===== src/trto_regs.vh =====
// Constants for the timer register transfer block: operations, offsets, fields, resets
// What this block does
// - Select-control write copies the accumulator into the timer select register.
// - Control register read puts the chosen one of four registers into accumulator.
// - Control register write loads the chosen one of four from the accumulator.
// - Prescaler read returns upper nibble in second register, lower in accumulator.
// - Prescaler write loads count and reload, upper from second, lower from accumulator.
// - Timer 1 read returns upper nibble in second register, lower in accumulator.
// - Timer 1 write loads counter and reload together from the two CPU registers.
// - Timer 2 read returns upper nibble in second register, lower in accumulator.
// - Timer 2 write loads counter and low reload together from the two registers.
// - High reload write loads only timer 2 high reload; counter stays untouched.
// - Timer 1 reload-only write updates the reload, leaving the running count alone.
// - Reload transfer copies timer 2 low reload into the timer 2 counter.
// - Display timer write loads display counter and its reload from accumulator.
// - Timer 1 flag test, enable 0: flag set clears it and skips; enable 1 no-op.
// - Timer 2 flag test, enable 0: flag set clears it and skips; enable 1 no-op.
// - Timer 3 flag test, enable 0: flag set clears it and skips; enable 1 no-op.
// - Timer 1/2 enables are bits 2/3 of first control; timer 3 bit 0 of second.
`ifndef TRTO_REGS_VH
`define TRTO_REGS_VH

// Operation codes on op_code
`define TRTO_OP_SEL_WR    5'h00
`define TRTO_OP_CTRL1_RD  5'h01
`define TRTO_OP_CTRL1_WR  5'h02
`define TRTO_OP_CTRL2_RD  5'h03
`define TRTO_OP_CTRL2_WR  5'h04
`define TRTO_OP_CTRL3_RD  5'h05
`define TRTO_OP_CTRL3_WR  5'h06
`define TRTO_OP_CTRL4_RD  5'h07
`define TRTO_OP_CTRL4_WR  5'h08
`define TRTO_OP_PRE_RD    5'h09
`define TRTO_OP_PRE_WR    5'h0A
`define TRTO_OP_T1_RD     5'h0B
`define TRTO_OP_T1_WR     5'h0C
`define TRTO_OP_T2_RD     5'h0D
`define TRTO_OP_T2_WR     5'h0E
`define TRTO_OP_T2H_WR    5'h0F
`define TRTO_OP_T1R_WR    5'h10
`define TRTO_OP_T2_XFER   5'h11
`define TRTO_OP_DISP_WR   5'h12
`define TRTO_OP_T1_TEST   5'h13
`define TRTO_OP_T2_TEST   5'h14
`define TRTO_OP_T3_TEST   5'h15

// Register bus offsets
`define TRTO_ADDR_IRQ_FIRST   4'h0
`define TRTO_ADDR_IRQ_SECOND  4'h1
`define TRTO_ADDR_STATUS      4'h2
`define TRTO_ADDR_MASK        4'h3
`define TRTO_ADDR_SELECT      4'h4
`define TRTO_ADDR_CTRL_LO     4'h5
`define TRTO_ADDR_CTRL_HI     4'h6

// Field positions
`define TRTO_BIT_T1_EN    2
`define TRTO_BIT_T2_EN    3
`define TRTO_BIT_T3_EN    0
`define TRTO_BIT_T1_FLAG  0
`define TRTO_BIT_T2_FLAG  1
`define TRTO_BIT_T3_FLAG  2

// Reset values
`define TRTO_RST_NIB   4'h0
`define TRTO_RST_BYTE  8'h00
`define TRTO_RST_FLAGS 3'h0

`endif


===== src/trto_core.v =====
// Timer register transfer logic with flag tests and a small register port
`timescale 1ns/100ps
`include "trto_regs.vh"

module trto_core
(
  input  wire       clock,
  input  wire       reset,
  input  wire       op_valid,
  input  wire [4:0] op_code,
  input  wire [3:0] acc_in,
  input  wire [3:0] breg_in,
  input  wire       prescaler_tick,
  input  wire       timer_one_tick,
  input  wire       timer_two_tick,
  input  wire       display_tick,
  input  wire       timer_one_event,
  input  wire       timer_two_event,
  input  wire       timer_three_event,
  input  wire [3:0] bus_addr,
  input  wire [7:0] bus_wdata,
  input  wire       bus_write,
  input  wire       bus_read,
  output reg  [7:0] bus_rdata,
  output reg  [3:0] acc_out,
  output reg  [3:0] breg_out,
  output reg        acc_load,
  output reg        breg_load,
  output reg        skip_next,
  output reg        irq,
  output reg  [3:0] timer_select_control,
  output reg  [3:0] timer_ctrl_one,
  output reg  [3:0] timer_ctrl_two,
  output reg  [3:0] timer_ctrl_three,
  output reg  [3:0] timer_ctrl_four,
  output reg  [7:0] prescaler_count,
  output reg  [7:0] timer_one_count,
  output reg  [7:0] timer_two_count,
  output reg  [3:0] display_timer
);

  // Internal storage
  reg [7:0] prescaler_reload;
  reg [7:0] timer_one_reload;
  reg [7:0] timer_two_low_reload;
  reg [7:0] timer_two_high_reload;
  reg [3:0] display_timer_reload;
  reg [3:0] irq_ctrl_first;
  reg [3:0] irq_ctrl_second;
  reg [2:0] flags_reg;
  reg [2:0] mask_reg;

  // Decoded operation strobes
  wire go = op_valid;
  wire [7:0] ba_word = {breg_in, acc_in};
  wire t1_en = irq_ctrl_first[`TRTO_BIT_T1_EN];
  wire t2_en = irq_ctrl_first[`TRTO_BIT_T2_EN];
  wire t3_en = irq_ctrl_second[`TRTO_BIT_T3_EN];

  // Enables lined up with the flag bits so the test logic can be generated
  wire [2:0] test_en = {t3_en, t2_en, t1_en};
  wire [2:0] test_hit;
  wire [2:0] flags_next;

  wire       bus_wr_status = bus_write && bus_addr == `TRTO_ADDR_STATUS;
  wire [2:0] events = {timer_three_event, timer_two_event, timer_one_event};
  wire [2:0] w1c = bus_wr_status ? bus_wdata[2:0] : 3'h0;

  // Down-count step shared by the prescaler and timers 1 and 2: reload when the count is spent
  function [7:0] step8;
    input [7:0] cnt;
    input [7:0] rld;
    begin
      step8 = (cnt == 8'h00) ? rld : cnt - 8'h01;
    end
  endfunction

  // Flag test operation code for timer index 0..2
  function [4:0] test_code;
    input integer idx;
    begin
      if (idx == 0)
        test_code = `TRTO_OP_T1_TEST;
      else if (idx == 1)
        test_code = `TRTO_OP_T2_TEST;
      else
        test_code = `TRTO_OP_T3_TEST;
    end
  endfunction

  // Read-back answer to the CPU, one cycle after the operation
  always @(posedge clock)
  begin
    if (reset)
    begin
      acc_out   <= `TRTO_RST_NIB;
      breg_out  <= `TRTO_RST_NIB;
      acc_load  <= 1'b0;
      breg_load <= 1'b0;
      skip_next <= 1'b0;
    end
    else
    begin
      acc_load  <= 1'b0;
      breg_load <= 1'b0;
      skip_next <= |test_hit;
      if (go)
      begin
        case (op_code)
          `TRTO_OP_CTRL1_RD:
          begin
            acc_out  <= timer_ctrl_one;
            acc_load <= 1'b1;
          end
          `TRTO_OP_CTRL2_RD:
          begin
            acc_out  <= timer_ctrl_two;
            acc_load <= 1'b1;
          end
          `TRTO_OP_CTRL3_RD:
          begin
            acc_out  <= timer_ctrl_three;
            acc_load <= 1'b1;
          end
          `TRTO_OP_CTRL4_RD:
          begin
            acc_out  <= timer_ctrl_four;
            acc_load <= 1'b1;
          end
          `TRTO_OP_PRE_RD:
          begin
            breg_out  <= prescaler_count[7:4];
            acc_out   <= prescaler_count[3:0];
            acc_load  <= 1'b1;
            breg_load <= 1'b1;
          end
          `TRTO_OP_T1_RD:
          begin
            breg_out  <= timer_one_count[7:4];
            acc_out   <= timer_one_count[3:0];
            acc_load  <= 1'b1;
            breg_load <= 1'b1;
          end
          `TRTO_OP_T2_RD:
          begin
            breg_out  <= timer_two_count[7:4];
            acc_out   <= timer_two_count[3:0];
            acc_load  <= 1'b1;
            breg_load <= 1'b1;
          end
          default:
          begin
            acc_load <= 1'b0;
          end
        endcase
      end
    end
  end

  // Timer control registers written from the accumulator
  always @(posedge clock)
  begin
    if (reset)
    begin
      timer_select_control <= `TRTO_RST_NIB;
      timer_ctrl_one       <= `TRTO_RST_NIB;
      timer_ctrl_two       <= `TRTO_RST_NIB;
      timer_ctrl_three     <= `TRTO_RST_NIB;
      timer_ctrl_four      <= `TRTO_RST_NIB;
    end
    else if (go)
    begin
      if (op_code == `TRTO_OP_SEL_WR)
        timer_select_control <= acc_in;
      if (op_code == `TRTO_OP_CTRL1_WR)
        timer_ctrl_one <= acc_in;
      if (op_code == `TRTO_OP_CTRL2_WR)
        timer_ctrl_two <= acc_in;
      if (op_code == `TRTO_OP_CTRL3_WR)
        timer_ctrl_three <= acc_in;
      if (op_code == `TRTO_OP_CTRL4_WR)
        timer_ctrl_four <= acc_in;
    end
  end

  // Prescaler; a CPU load beats a count tick in the same cycle.
  // Reads touch none of the counters, so counting runs on undisturbed.
  always @(posedge clock)
  begin
    if (reset)
    begin
      prescaler_count  <= `TRTO_RST_BYTE;
      prescaler_reload <= `TRTO_RST_BYTE;
    end
    else
    begin
      if (go && op_code == `TRTO_OP_PRE_WR)
      begin
        prescaler_count  <= ba_word;
        prescaler_reload <= ba_word;
      end
      else if (prescaler_tick)
        prescaler_count <= step8(prescaler_count, prescaler_reload);
    end
  end

  // Timer 1: full write or reload-only write; a tick still uses the old reload
  always @(posedge clock)
  begin
    if (reset)
    begin
      timer_one_count  <= `TRTO_RST_BYTE;
      timer_one_reload <= `TRTO_RST_BYTE;
    end
    else
    begin
      if (go && op_code == `TRTO_OP_T1_WR)
      begin
        timer_one_count  <= ba_word;
        timer_one_reload <= ba_word;
      end
      else
      begin
        if (go && op_code == `TRTO_OP_T1R_WR)
          timer_one_reload <= ba_word;
        if (timer_one_tick)
          timer_one_count <= step8(timer_one_count, timer_one_reload);
      end
    end
  end

  // Timer 2: counter loads from the CPU or from its low reload
  always @(posedge clock)
  begin
    if (reset)
    begin
      timer_two_count       <= `TRTO_RST_BYTE;
      timer_two_low_reload  <= `TRTO_RST_BYTE;
      timer_two_high_reload <= `TRTO_RST_BYTE;
    end
    else
    begin
      if (go && op_code == `TRTO_OP_T2_WR)
      begin
        timer_two_count      <= ba_word;
        timer_two_low_reload <= ba_word;
      end
      else if (go && op_code == `TRTO_OP_T2_XFER)
        timer_two_count <= timer_two_low_reload;
      else if (timer_two_tick)
        timer_two_count <= step8(timer_two_count, timer_two_low_reload);
      // High reload is only stored; nothing here counts with it yet
      if (go && op_code == `TRTO_OP_T2H_WR)
        timer_two_high_reload <= ba_word;
    end
  end

  // Display timer, loaded from the accumulator only
  always @(posedge clock)
  begin
    if (reset)
    begin
      display_timer        <= `TRTO_RST_NIB;
      display_timer_reload <= `TRTO_RST_NIB;
    end
    else if (go && op_code == `TRTO_OP_DISP_WR)
    begin
      display_timer        <= acc_in;
      display_timer_reload <= acc_in;
    end
    else if (display_tick)
      display_timer <= (display_timer == 4'h0) ? display_timer_reload
                       : display_timer - 4'h1;
  end

  // Request flags: timer events set, skipping tests and bus writes of one clear.
  // Set wins, so an event landing on the clearing cycle is not lost.
  genvar gi;
  generate
    for (gi = 0; gi < 3; gi = gi + 1)
    begin : g_flag
      // A test only takes effect with its enable low and its flag set
      assign test_hit[gi] = go && op_code == test_code(gi) && !test_en[gi]
                            && flags_reg[gi];
      assign flags_next[gi] = (flags_reg[gi] && !test_hit[gi] && !w1c[gi])
                              || events[gi];
    end
  endgenerate

  // One register holds all three flags
  always @(posedge clock)
  begin
    if (reset)
      flags_reg <= `TRTO_RST_FLAGS;
    else
      flags_reg <= flags_next;
  end

  // Software registers: enables, mask and interrupt output
  always @(posedge clock)
  begin
    if (reset)
    begin
      irq_ctrl_first  <= `TRTO_RST_NIB;
      irq_ctrl_second <= `TRTO_RST_NIB;
      mask_reg        <= `TRTO_RST_FLAGS;
      irq             <= 1'b0;
    end
    else
    begin
      if (bus_write && bus_addr == `TRTO_ADDR_IRQ_FIRST)
        irq_ctrl_first <= bus_wdata[3:0];
      else if (bus_write && bus_addr == `TRTO_ADDR_IRQ_SECOND)
        irq_ctrl_second <= bus_wdata[3:0];
      else if (bus_write && bus_addr == `TRTO_ADDR_MASK)
        mask_reg <= bus_wdata[2:0];
      // Registered, so it trails the flag by one cycle
      irq <= |(flags_reg & mask_reg);
    end
  end

  // Read data, valid only the cycle after the read strobe
  always @(posedge clock)
  begin
    if (reset)
      bus_rdata <= `TRTO_RST_BYTE;
    else if (!bus_read)
      bus_rdata <= `TRTO_RST_BYTE;
    else if (bus_addr == `TRTO_ADDR_IRQ_FIRST)
      bus_rdata <= {4'h0, irq_ctrl_first};
    else if (bus_addr == `TRTO_ADDR_IRQ_SECOND)
      bus_rdata <= {4'h0, irq_ctrl_second};
    else if (bus_addr == `TRTO_ADDR_STATUS)
      bus_rdata <= {5'h00, flags_reg};
    else if (bus_addr == `TRTO_ADDR_MASK)
      bus_rdata <= {5'h00, mask_reg};
    else if (bus_addr == `TRTO_ADDR_SELECT)
      bus_rdata <= {4'h0, timer_select_control};
    else if (bus_addr == `TRTO_ADDR_CTRL_LO)
      bus_rdata <= {timer_ctrl_two, timer_ctrl_one};
    else if (bus_addr == `TRTO_ADDR_CTRL_HI)
      bus_rdata <= {timer_ctrl_four, timer_ctrl_three};
    else
      bus_rdata <= `TRTO_RST_BYTE;  // Unmapped reads as zero
  end

endmodule // trto_core


===== config.mk =====
export PLATFORM = sky130hd
export DESIGN_NAME = trto_core
export DESIGN_NICKNAME = d
export VERILOG_FILES = /design/src/trto_core.v
export VERILOG_INCLUDE_DIRS = /design/src
export SDC_FILE = /design/constraint.sdc
export NUM_CORES = 1
export LEC_CHECK = 0
export ABC_AREA = 1
export BUFFER_PORTS_ARGS = -buffer_cell sky130_fd_sc_hd__buf_2
export CORE_UTILIZATION = 30
export CTS_CLUSTER_SIZE = 16
export DETAILED_ROUTE_END_ITERATION = 10
export PLACE_DENSITY_LB_ADDON = 0.2
export SYNTH_ARGS = -nofsm -noshare
export SYNTH_HDL_FRONTEND = slang
export SYNTH_SLANG_ARGS = --single-unit
export TNS_END_PERCENT = 20

===== constraint.sdc =====
create_clock -name clock -period 1.9 [get_ports clock]
set_clock_uncertainty 0.1 [all_clocks]
set_input_delay 0.095 -clock clock [delete_from_list [all_inputs] [get_ports clock]]
set_output_delay 0.095 -clock clock [all_outputs]
set_load 0.03 [all_outputs]

Word level (Yosys, flattened, before mapping)
Cells that the tools add are included.
{"block": "word_totals", "register_bits": 110, "latch_bits": 0, "mem_bits_rw": 0, "mem_bits_ro": 0, "input_bits": 37, "output_inout_bits": 68, "elab_cells": 153, "mem_count": 0}
{"block": "op_classes", "add_sub_neg": 4, "mul": 0, "n_div": 0, "order_cmp": 0, "n_eq_ne": 26, "n_shift": 0, "muxes": 27, "bitwise_logic": 5, "reduce_logical": 66}
{"cell": "$mux 8", "count": 14}
{"cell": "$eq 5x4->1 const B", "count": 7}
{"cell": "$mux 4", "count": 8}
{"cell": "$eq 5x5->1 const B", "count": 6}
{"cell": "$pmux 4 s7", "count": 1}
{"cell": "$logic_and 1x1->1", "count": 25}
{"cell": "$logic_not 8->1", "count": 3}
{"cell": "$sub 8x1->8 const B", "count": 3}
{"cell": "$eq 5x3->1 const B", "count": 4}
{"cell": "$reduce_and 2->1", "count": 8}
{"cell": "$reduce_or 7->1", "count": 2}
{"cell": "$eq 4x3->1 const B", "count": 3}
{"cell": "$pmux 4 s3", "count": 1}
{"cell": "$eq 5x2->1 const B", "count": 2}
{"cell": "$logic_not 1->1", "count": 9}
{"cell": "$reduce_or 3->1", "count": 3}
{"cell": "$eq 4x2->1 const B", "count": 2}
{"cell": "$logic_not 4->1", "count": 2}
{"cell": "$reduce_bool 2->1", "count": 4}
{"cell": "$reduce_bool 7->1", "count": 1}
{"cell": "$reduce_bool 3->1", "count": 2}
{"cell": "$eq 5x1->1 const B", "count": 1}
{"cell": "$logic_not 5->1", "count": 1}
{"cell": "$eq 4x1->1 const B", "count": 1}
{"cell": "other kinds (8)", "count": 15}

Depth between registers and ports, before layout
Gate-level depths: netlist (run 1).
{"block": "logic_depth", "word_depth": 8, "depth_mapped": 11}

Least setup slack after synthesis (run 1)
No wires, ideal clock.
{"block": "synth_timing", "path_type": "register to register", "startpoint": "register timer_one_count[0]", "endpoint": "register timer_one_count[6]", "t_arrival_ps": 1671, "required_time_ps": 1672, "setup_slack_ps": 1, "path_stages_with_launch": 10, "path_buffers": 1, "synth_period_minus_slack_ps": 1899, "path_cell_list": "dfxtp_1 inv_1 ha_1 inv_1 nor3_1 nand2_1 clkbuf_1 nand3_1 a21oi_1 nor2_1"}
{"block": "synth_via", "elab_chain_len": 4}
{"item": "start: declaration", "line": "trto_core.v:37", "rtl": "output reg [7:0] timer_one_count,"}
{"item": "start signal: assignment", "line": "trto_core.v:212", "rtl": "timer_one_count <= `TRTO_RST_BYTE;"}
{"item": "start signal: assignment", "line": "trto_core.v:219", "rtl": "timer_one_count <= ba_word;"}
{"item": "start signal: assignment", "line": "trto_core.v:227", "rtl": "timer_one_count <= step8(timer_one_count, timer_one_reload);"}
{"item": "$sub 8x1->8 or $logic_not 8->1 (tied branches)", "line": "trto_core.v:74", "rtl": "step8 = (cnt == 8'h00) ? rld : cnt - 8'h01;"}
{"item": "$mux 8 *", "line": "trto_core.v:74"}
{"item": "$mux 8 *", "line": "trto_core.v:226", "rtl": "if (timer_one_tick)"}
{"item": "$mux 8 *", "line": "trto_core.v:217", "rtl": "if (go && op_code == `TRTO_OP_T1_WR)"}
Every way passes the cells marked *; elsewhere a longest branch is shown, timed or not. The select of a mux whose other input is x is not followed.
A chain may end at the register's enable or synchronous reset.

Worst setup path after layout (run 1)
{"block": "layout_timing", "startpoint": "input port op_valid", "endpoint": "register flags_reg[2]"}
{"block": "layout_via", "elab_chain_len": 7}
{"item": "start: declaration", "line": "trto_core.v:9", "rtl": "input wire op_valid,"}
{"item": "$logic_and 1x1->1 (2 in series)", "line": "trto_core.v:283", "rtl": "assign test_hit[gi] = go && op_code == test_code(gi) && !test_en[gi]"}
{"item": "$logic_and 1x1->1", "line": "trto_core.v:284", "rtl": "&& flags_reg[gi];"}
{"item": "$logic_not 1->1", "line": "trto_core.v:285", "rtl": "assign flags_next[gi] = (flags_reg[gi] && !test_hit[gi] && !w1c[gi])"}
{"item": "$logic_and 1x1->1 (2 in series)", "line": "trto_core.v:285"}
{"item": "$logic_or 1x1->1", "line": "trto_core.v:286", "rtl": "|| events[gi];"}
{"item": "end signal: assignment", "line": "trto_core.v:294", "rtl": "flags_reg <= `TRTO_RST_FLAGS;"}
{"item": "end signal: assignment", "line": "trto_core.v:296", "rtl": "flags_reg <= flags_next;"}
{"item": "end: declaration", "line": "trto_core.v:50", "rtl": "reg [2:0] flags_reg;"}
No other way between the ends.

==> flow_summary.toml, run 1 <==
[global_route]
grt_pass1_vias = 5216
antenna_found_initial = 0
grt_max_degree = 54
grt_pass1_wl_um = 28100
gr-total-overflow = 0
gr-usage-all-layers_pct = 19.6

[synth]
syn_avg_cell_area_um2 = 6.60
ys_ff_latch = 110
ys_warn_count = 0
synth_area_um2 = 5540
synth_nets = 884
synth.distinct_cells = 30
synthCells = 840
ys_seq_area_share_pct = 39.7

[floorplanning]
dieArea_um2 = 19000
die_w_um = 138
io_pins = 105
core_um2 = 18000
rows = 49
start_util_pct = 30.8
dieHeight_um = 138

[hold_path]
min_to = "timer_two_low_reload[0]"
min_path_type = "in2reg"
min_path_cells = 3
holdCritStartpoint = "acc_in[0]"

[sta]
finalHoldViolCount = 0
rsz0062_at_grt = "no"
max_freq_mhz = 553
setup_violations = 0
tightest_slew_ps = 601
maxSlewHeadroom_pct = 59.9
slew_violations = 0
fin_crit_sh_pct = 95.3
min_period_ps = 1810
setup_tns_ps = 0

[cts]
tritoncts = "done"
insertion_delay_ps = 360
clk_pin_slew_worst_paths_ps = 80
numCtsBuffers = 9
clkSinkCount = 110
cts_htree_levels = 3
cts_max_path_buffers = 2
cts-root-buf = "clkbuf_16"
postCtsSetupBuffers = 0

[layout]
drive_gt1_share_pct = 18.8
areaGrowthSynthToFinish_pct = 25.8
antenna_cells = 0
fill_cells = 2008
final_cell_mix = "nand2_1, dfxtp_1, inv_1"
final_common_cell = "nand2_1"
fin_nets = 1021

[setup_path]
crit_path_end_kind = "flop"
start_kind = "input pin"
slowest_delay_ps = 580
r2r-start = "timer_one_count[1]"
cp_slowest_cell = "dlygate4sd3_1"
required_ps = 2040
path_class = "in2reg"
ff2ff_setup_slack_ps = 230
cpMostUsedCell = "dlygate4sd3_1"
cp_max_fo = 7
cp_cell_sequence = "dlygate4sd3_1 -> buf_2 -> nand2_1 -> inv_2 -> nand4_1 -> a31oi_1 -> dlygate4sd3_1 -> nor2_1"
arrival_ps = 1950
r2r_cells = 10
r2r-end = "timer_one_count[2]"

[drt]
vias_per_cell = 4.82
first_pass_iters = 5
first_iter_violations = 417
drc = 0
routed-via-count = 5839
totalWireLength_um = 18100
wl_per_cell_um = 14.9
final_antenna_net_count = 0

[power]
p_leak_nw = 3.21
p_sw_mw = 3.08
seqPwrFrac_pct = 33.6
power.internal_mw = 4.90
power.density_nw_per_um2 = 1150
power.total_mw = 7.99
power.share.clock_pct = 27.9
peakVddDrop_uv = 505
swShare_pct = 38.6
power_frac_comb_pct = 38.5

[placed_design]
dp_hpwl_um = 13600
io_buffer_count = 100
gp_congestion = 0.903

[run]
drv_cap = 0

[outcome]
status = "complete, no violations"
[how the worst max path moves through the flow]
stage / startpoint / endpoint / cells after the start
after detailed placement: timer_one_count[1] / timer_one_count[3] / 9
after CTS: op_valid / flags_reg[2] / 8
after global routing: op_valid / flags_reg[2] / 8
after floorplan: timer_one_count[0] / timer_one_count[6] / 9
final: op_valid / flags_reg[2] / 8
after global placement: timer_one_count[1] / timer_one_count[4] / 9
[area by class of cell]
class	instances	area [um^2]	area share, %
inverter	124	468	6.71
sequential	110	2200	31.6
clock inverter	7	120	1.72
multi-input combinational	587	2790	40.1
timing repair buffer	145	876	12.6
tap	229	287	4.11
clock buffer	9	225	3.23
[power groups by stage]
stage / Combinational, mW / Clock, mW / Sequential (mW)
2_1_floorplan: 1.70 / 0 / 3.09
3_3_place_gp: 3.01 / 0 / 2.74
3_5_place_dp: 3.02 / 0 / 2.74
4_1_cts: 3.07 / 2.28 / 2.69
5_1_grt: 3.43 / 2.39 / 2.71
6_report: 3.08 / 2.23 / 2.68
[what timing repair did]
| action | 4_1_cts | 5_1_grt |
|---|---|---|
| hold buffers | 15 | 0 |
| setup endpoints to repair | 0 | 5 |
| endpoints found under the hold margin | 29 | 0 |
| gates resized for setup | 0 | 2 |
[Yosys cell counts, drive strengths merged]
library cell	instances	share of area [%]
a211oi	1	0.14
a21oi	92	8.3
a31oi	5	0.56
and2	1	0.11
buf	6	0.70
clkbuf	13	0.88
dfxtp	110	40
ha	7	1.6
inv	124	8.4
nand2	168	12
nand3	77	7.0
nand3b	1	0.14
nand4	8	0.90
nor2	109	7.7
nor3	6	0.54
o211ai	10	1.4
o21ai	83	7.5
o221ai	1	0.16
o22ai	12	1.4
or2	1	0.11
xnor2	1	0.16
xor2	4	0.63
[through the flow]
step / instances / worst slack, ps / cell area [um^2] / utilization, % / hold slack (ps)
3_3_place_gp: 1180 / 208 / 6470 / 35.9 / 213
3_5_place_dp: 1180 / 220 / 6470 / 35.9 / 222
4_1_cts: 1211 / 111 / 6960 / 38.6 / 8.40
5_1_grt: 1211 / 8.99 / 6970 / 38.7 / 18.0
2_1_floorplan: 840 / 1.35 / 5540 / - / 113
6_report: 1211 / 90.1 / 6970 / 38.7 / 17.3
[routing by layer]
| metal | track usage [%] | vias up | part of all wire, % |
|---|---|---|---|
| met3 | 2.70 | 33 | 5.1 |
| met1 | 28.1 | 2629 | 49 |
| met4 | 8.09 | 0 | 2.2 |
| met2 | 29.2 | 153 | 44 |
| met5 | 0 | - | 0 |
| li1 | - | 3024 | - |
[cell families (layout without fill, tap and decap cells)]
| group | count (synthesis) | count (layout) | share of synthesized area (%) |
|---|---|---|---|
| flops | 110 | 110 | 39.7 |
| simple gates | 371 | 371 | 28.5 |
| fa+ha+maj | 7 | 7 | 1.58 |
| xor+xnor | 5 | 5 | 0.790 |
| buf+inv | 143 | 285 | 10.0 |
| compound gates | 204 | 204 | 19.4 |
[worst max-delay path, delay by kind of cell]
family	cells	cell delay [ps]
buf+inv	4	1380
compound gates	1	180
simple gates	3	280
Note: power is estimated with default switching activity, not from simulation.
==> run 2, diff against run 1 <==
--- a/config.mk
+++ b/config.mk
@@ -8,10 +8,12 @@
 export LEC_CHECK = 0
 export ABC_AREA = 1
 export BUFFER_PORTS_ARGS = -buffer_cell sky130_fd_sc_hd__buf_2
+export CAP_MARGIN = 20
 export CORE_UTILIZATION = 30
 export CTS_CLUSTER_SIZE = 16
 export DETAILED_ROUTE_END_ITERATION = 10
 export PLACE_DENSITY_LB_ADDON = 0.2
+export RECOVER_POWER = 25
 export SYNTH_ARGS = -nofsm -noshare
 export SYNTH_HDL_FRONTEND = slang
 export SYNTH_SLANG_ARGS = --single-unit
==> run 2 against run 1 <==
Net effect: fmax hardly changed; first-iteration DRC count rose by 0.96%; via count down 0.34%; largest power group unchanged; global-route usage is the same; worst setup slack better by 1.2 ps; core utilization decreased by 0.31 points; sequential share of layout area rose by 0.25 points; clock-buffer cell count stayed put; flip-flop and latch count stayed put; cell area down 0.79%.
==> flow_summary.toml, run 2 (synthesis results as in run 1) <==
[layout]
multiInputGateArea_um2 = 2790
areaGrowthSynthToFinish_pct = 24.8
final_cell_mix = "nand2_1, dfxtp_1, inv_1"
fin_area_um2 = 6920
final_common_cell = "nand2_1"
fin_nets = 1021
regArea_um2 = 2200
antenna_cells = 0
fin_cells = 1211
drive_gt1_share_pct = 14.4
fill_cells = 2029

[global_route]
grt_pass1_wl_um = 28100
antenna_found_initial = 0
gr-total-overflow = 0
gr-usage-all-layers_pct = 19.6
grt_max_degree = 54
grt_pass1_vias = 5216

[cts]
clk_pin_slew_worst_paths_ps = 80
cts_htree_levels = 3
postCtsSetupBuffers = 0
cts-root-buf = "clkbuf_16"
cts_max_path_buffers = 2
clkSinkCount = 110
numCtsBuffers = 9
tritoncts = "done"
insertion_delay_ps = 360

[sta]
setup_violations = 0
finalHoldViolCount = 0
rsz0062_at_grt = "no"
tightest_slew_ps = 611
setup_ws_ps = 91.3
max_freq_mhz = 553
maxSlewHeadroom_pct = 59.3
setup_tns_ps = 0
min_period_ps = 1810
slew_violations = 0
fin_crit_sh_pct = 95.2

[drt]
first_iter_violations = 421
wl_per_cell_um = 15.0
drc = 0
first_pass_iters = 5
final_antenna_net_count = 0
routed-via-count = 5819
vias_per_cell = 4.81
totalWireLength_um = 18100

[power]
peakVddDrop_uv = 506
power.total_mw = 7.96
p_leak_nw = 3.02
power.density_nw_per_um2 = 1150

[setup_path]
r2r-end = "timer_one_count[2]"
start_kind = "input pin"
cp_max_fo = 7
ff2ff_setup_slack_ps = 230
path_class = "in2reg"
r2r-start = "timer_one_count[1]"
r2r_cells = 10
crit_path_end_kind = "flop"
required_ps = 2030
arrival_ps = 1940

[placed_design]
numPlacedInstances = 1180
io_buffer_count = 100
gp_congestion = 0.903
dp_hpwl_um = 13600
pre_cts_slack_ps = 220
place_area_um2 = 6470

[floorplanning]
start_util_pct = 30.8
dieArea_um2 = 19000
die_w_um = 138
rows = 49
io_pins = 105
core_um2 = 18000
dieHeight_um = 138

[run]
drv_cap = 0

[outcome]
status = "complete, no violations"

[hold_path]
min_path_cells = 3
min_to = "timer_two_low_reload[1]"
holdCritStartpoint = "acc_in[1]"
min_path_type = "in2reg"
run 2: where the power goes:
part / leakage, nW / total (mW) / switching, mW / internal, mW
Sequential: 0.894 / 2.69 / 0.179 / 2.51
Clock: 0.166 / 2.22 / 0.924 / 1.29
Combinational: 1.96 / 3.06 / 1.98 / 1.08
run 2: final cells by class:
cell class | count | area share, %
multi-input cells | 587 | 40.4
clock inverters | 7 | 1.74
well taps | 229 | 4.14
clock buffers | 9 | 3.26
repair buffers | 145 | 11.9
inverters | 124 | 6.77
flip-flops and latches | 110 | 31.8
run 2: how the worst max path moves through the flow:
stage / startpoint / to / depth (start not counted)
3_3_place_gp: timer_one_count[1] / timer_one_count[4] / 9
6_report: op_valid / flags_reg[2] / 8
5_1_grt: op_valid / flags_reg[2] / 8
3_5_place_dp: timer_one_count[1] / timer_one_count[3] / 9
4_1_cts: op_valid / flags_reg[2] / 8
2_1_floorplan: timer_one_count[0] / timer_one_count[6] / 9
run 2: worst max-delay path, cell delays in order:
cell and delay, ps:
dlygate4sd3_1 510, buf_2 160, nand2_1 80, inv_2 130
nand4_1 160, a31oi_1 180, dlygate4sd3_1 580, nor2_1 40
run 2: per-stage QoR:
stage	hold WS [ps]	utilization, %
global route	18.0	38.4
CTS	8.40	38.6
floorplan	113	-
finish	22.1	38.4
detailed placement	222	35.9
global placement	213	35.9
run 2: per-layer routing:
metal / vias to the layer above / share of wire, % / GRT usage (%)
met1: 2623 / 49 / 28.1
met2: 141 / 44 / 29.2
met5: - / 0 / 0
met3: 30 / 5.0 / 2.70
li1: 3025 / - / -
met4: 0 / 1.8 / 8.09
run 2: timing repair:
action                                 4_1_cts  5_1_grt
setup endpoints to repair                    0        5
hold buffers                                15        0
endpoints found under the hold margin       29        0
gates resized for setup                      0        2
==> run 3, diff against run 2 <==
--- a/config.mk
+++ b/config.mk
@@ -6,7 +6,7 @@
 export SDC_FILE = /design/constraint.sdc
 export NUM_CORES = 1
 export LEC_CHECK = 0
-export ABC_AREA = 1
+export ABC_AREA = 0
 export BUFFER_PORTS_ARGS = -buffer_cell sky130_fd_sc_hd__buf_2
 export CAP_MARGIN = 20
 export CORE_UTILIZATION = 30
==> run 3 against run 2 <==
Net effect: the run now ends with design-rule violations, negative setup slack left; worst hold slack improved by 9.5 ps; clock-buffer cell count rose by 2; critical endpoint is now timer_one_count[3]; critical path depth fell by 1; critical path type is now reg2reg; clock power fell by 13%; highest routed layer unchanged; core utilization rose by 2.2 points; die area rose by 1.3%; cell area rose by 6.3%; routed wire length rose by 0.99%; non-clock buffer count rose by 54.
==> flow_summary.toml, run 3 <==
[outcome]
status = "finished with violations"
violations = "design-rule violations, negative setup slack"

[layout]
final_cell_mix = "dfxtp_1, buf_2, buf_4"
drive_gt1_share_pct = 26.4
final_common_cell = "dfxtp_1"
final_util_pct = 40.5
areaGrowthSynthToFinish_pct = 30.9
fill_cells = 1882
antenna_cells = 0
fin_area_um2 = 7350
fin_nets = 888

[drt]
final_antenna_net_count = 0
first_iter_violations = 354
vias_per_cell = 5.22
routed-via-count = 5627
totalWireLength_um = 18300
drc = 10
wl_per_cell_um = 17.0
first_pass_iters = 8

[synth]
syn_avg_cell_area_um2 = 8.19
synth_top_area_cell = "dfxtp_1"
synth_nets = 730
synth-main-ff-cell = "dfxtp_1"
synth.top_cell.area_share_pct = 39.2
async_flop_share_pct = 0
synthTopCellsByArea = "dfxtp_1, mux2i_1, nand2_1, a21oi_1, nor2_1"
yosysMostFrequentCell = "dfxtp_1"
synth.distinct_cells = 69
synthCells = 686
synth_edf_count = 0
ys_ff_latch = 110
synth_area_um2 = 5620
synth_common_cells = "dfxtp_1, nand2_1, nor2_1, a21oi_1, mux2i_1"
ys_seq_area_share_pct = 39.2
ys_warn_count = 0

[floorplanning]
dieArea_um2 = 19300
core_um2 = 18100
die_w_um = 139
dieHeight_um = 139
start_util_pct = 31.0
rows = 49
io_pins = 105

[setup_path]
cp_max_fo = 5
start_kind = "flop"
path_class = "reg2reg"
required_ps = 2030
arrival_ps = 2380
crit_path_end_kind = "flop"

[cts]
cts-root-buf = "clkbuf_16"
clkSinkCount = 110
clk_pin_slew_worst_paths_ps = 80
cts_max_path_buffers = 2
cts_htree_levels = 3
numCtsBuffers = 9
tritoncts = "done"
insertion_delay_ps = 360

[global_route]
grt_pass1_wl_um = 29300
grt_max_degree = 104
grt_pass1_vias = 5252
antenna_found_initial = 0
gr-usage-all-layers_pct = 19.3
gr-total-overflow = 0

[power]
power.share.clock_pct = 22.8
power.density_nw_per_um2 = 1150
seqPwrFrac_pct = 32.5
peakVddDrop_uv = 843
swShare_pct = 37.5
power.internal_mw = 5.30
p_sw_mw = 3.18
p_leak_nw = 3.09
power_frac_comb_pct = 44.7

[sta]
fin_crit_sh_pct = 118
max_freq_mhz = 445
tightest_slew_ps = 555
slew_violations = 0
setup_ws_ps = -349
finalHoldViolCount = 0
rsz0062_at_grt = "yes"
setup_violations = 13
min_period_ps = 2250
maxSlewHeadroom_pct = 62.9

[run]
drv_cap = 0

[placed_design]
gp_congestion = 0.838
place_area_um2 = 6880
dp_hpwl_um = 13300
io_buffer_count = 100

[hold_path]
min_path_type = "in2reg"
-- run 3: cell count changes after synthesis, moves of 27 or more --
cell      before  now
o21ai_1       28    1
nand2_1      158   81
clkbuf_1      13   41
nand3_1       77   36
o21ai_0       55    7
a21oi_1       92   58
mux2i_1        0   44
inv_1        106   16
-- run 3: layout make-up --
type	instances	area, um^2	share of cell area, %
Inverter	16	65.1	0.885
Clock buffer	11	254	3.45
Tap cell	229	287	3.90
Sequential cell	110	2220	30.2
Multi-Input combinational cell	508	3210	43.7
Clock inverter	5	37.5	0.510
Timing Repair Buffer	199	1280	17.4
-- run 3: timing repair --
action                                  in CTS  in global routing
pin swaps                                    3                  7
endpoints found under the setup margin      14                 21
hold buffers                                13                  0
endpoints found under the hold margin       39                  0
gates resized for setup                      2                 10
setup buffers                                0                  2
gates cloned                                 0                  0
-- run 3: power by group through the flow --
stage	combinational, mW	clock, mW	sequential (mW)
after floorplan	1.96	0	3.23
after global placement	3.58	0	2.80
after detailed placement	3.60	0	2.79
after CTS	3.68	1.97	2.75
after global routing	4.12	2.07	2.80
final	3.80	1.93	2.76
-- run 3: metal layers --
metal | track usage, % | share of wire [%] | wire length (um)
met1 | 27.6 | 49 | 8980
met2 | 29.5 | 44 | 8070
met3 | 3.52 | 5.4 | 993
met4 | 5.15 | 1.3 | 241
met5 | 0 | 0 | 0
-- run 3: worst paths after layout --
path	from	endpoint	slack (ps)	depth (start not counted)
max reg2reg	timer_one_count[1]	timer_one_count[3]	-350	7
max	timer_one_count[1]	timer_one_count[3]	-350	7
min reg2reg	timer_two_low_reload[5]	timer_two_low_reload[5]	360	2
min	display_tick	display_timer[0]	30	3
-- run 3: critical path, cell delays in order, from the launching register on --
cell and delay (ps):
dfxtp_4 350, inv_4 60, ha_4 130, or4b_4 470, or4_4 480, mux2_4 310
mux2i_1 130, a211oi_1 80
-- run 3: logic make-up (layout without fill, tap and decap cells) --
| kind of cell | Yosys count | after routing | share of synthesized area [%] |
|---|---|---|---|
| adders and majority gates | 7 | 7 | 1.56 |
| and+or+nand+nor | 284 | 284 | 24.5 |
| AOI/OAI and AO/OA | 161 | 161 | 19.6 |
| muxes | 53 | 53 | 9.71 |
| buffers and inverters | 68 | 231 | 4.92 |
| DFF | 110 | 110 | 39.2 |
| xor gates and xnor gates | 3 | 3 | 0.468 |
-- run 3: metrics by stage --
| stage | worst slack (ps) | hold WS (ps) | instances | power, mW | TNS [ps] |
|---|---|---|---|---|---|
| finish | -349 | 31.6 | 1078 | 8.49 | -2500 |
| global route | -413 | 46.7 | 1078 | 8.99 | -3790 |
| global placement | -294 | 209 | 1047 | 6.38 | -2220 |
| detailed placement | -350 | 220 | 1047 | 6.39 | -2580 |
| floorplan | -504 | 112 | 686 | 5.18 | -4810 |
| CTS | -361 | 26.8 | 1076 | 8.40 | -2480 |
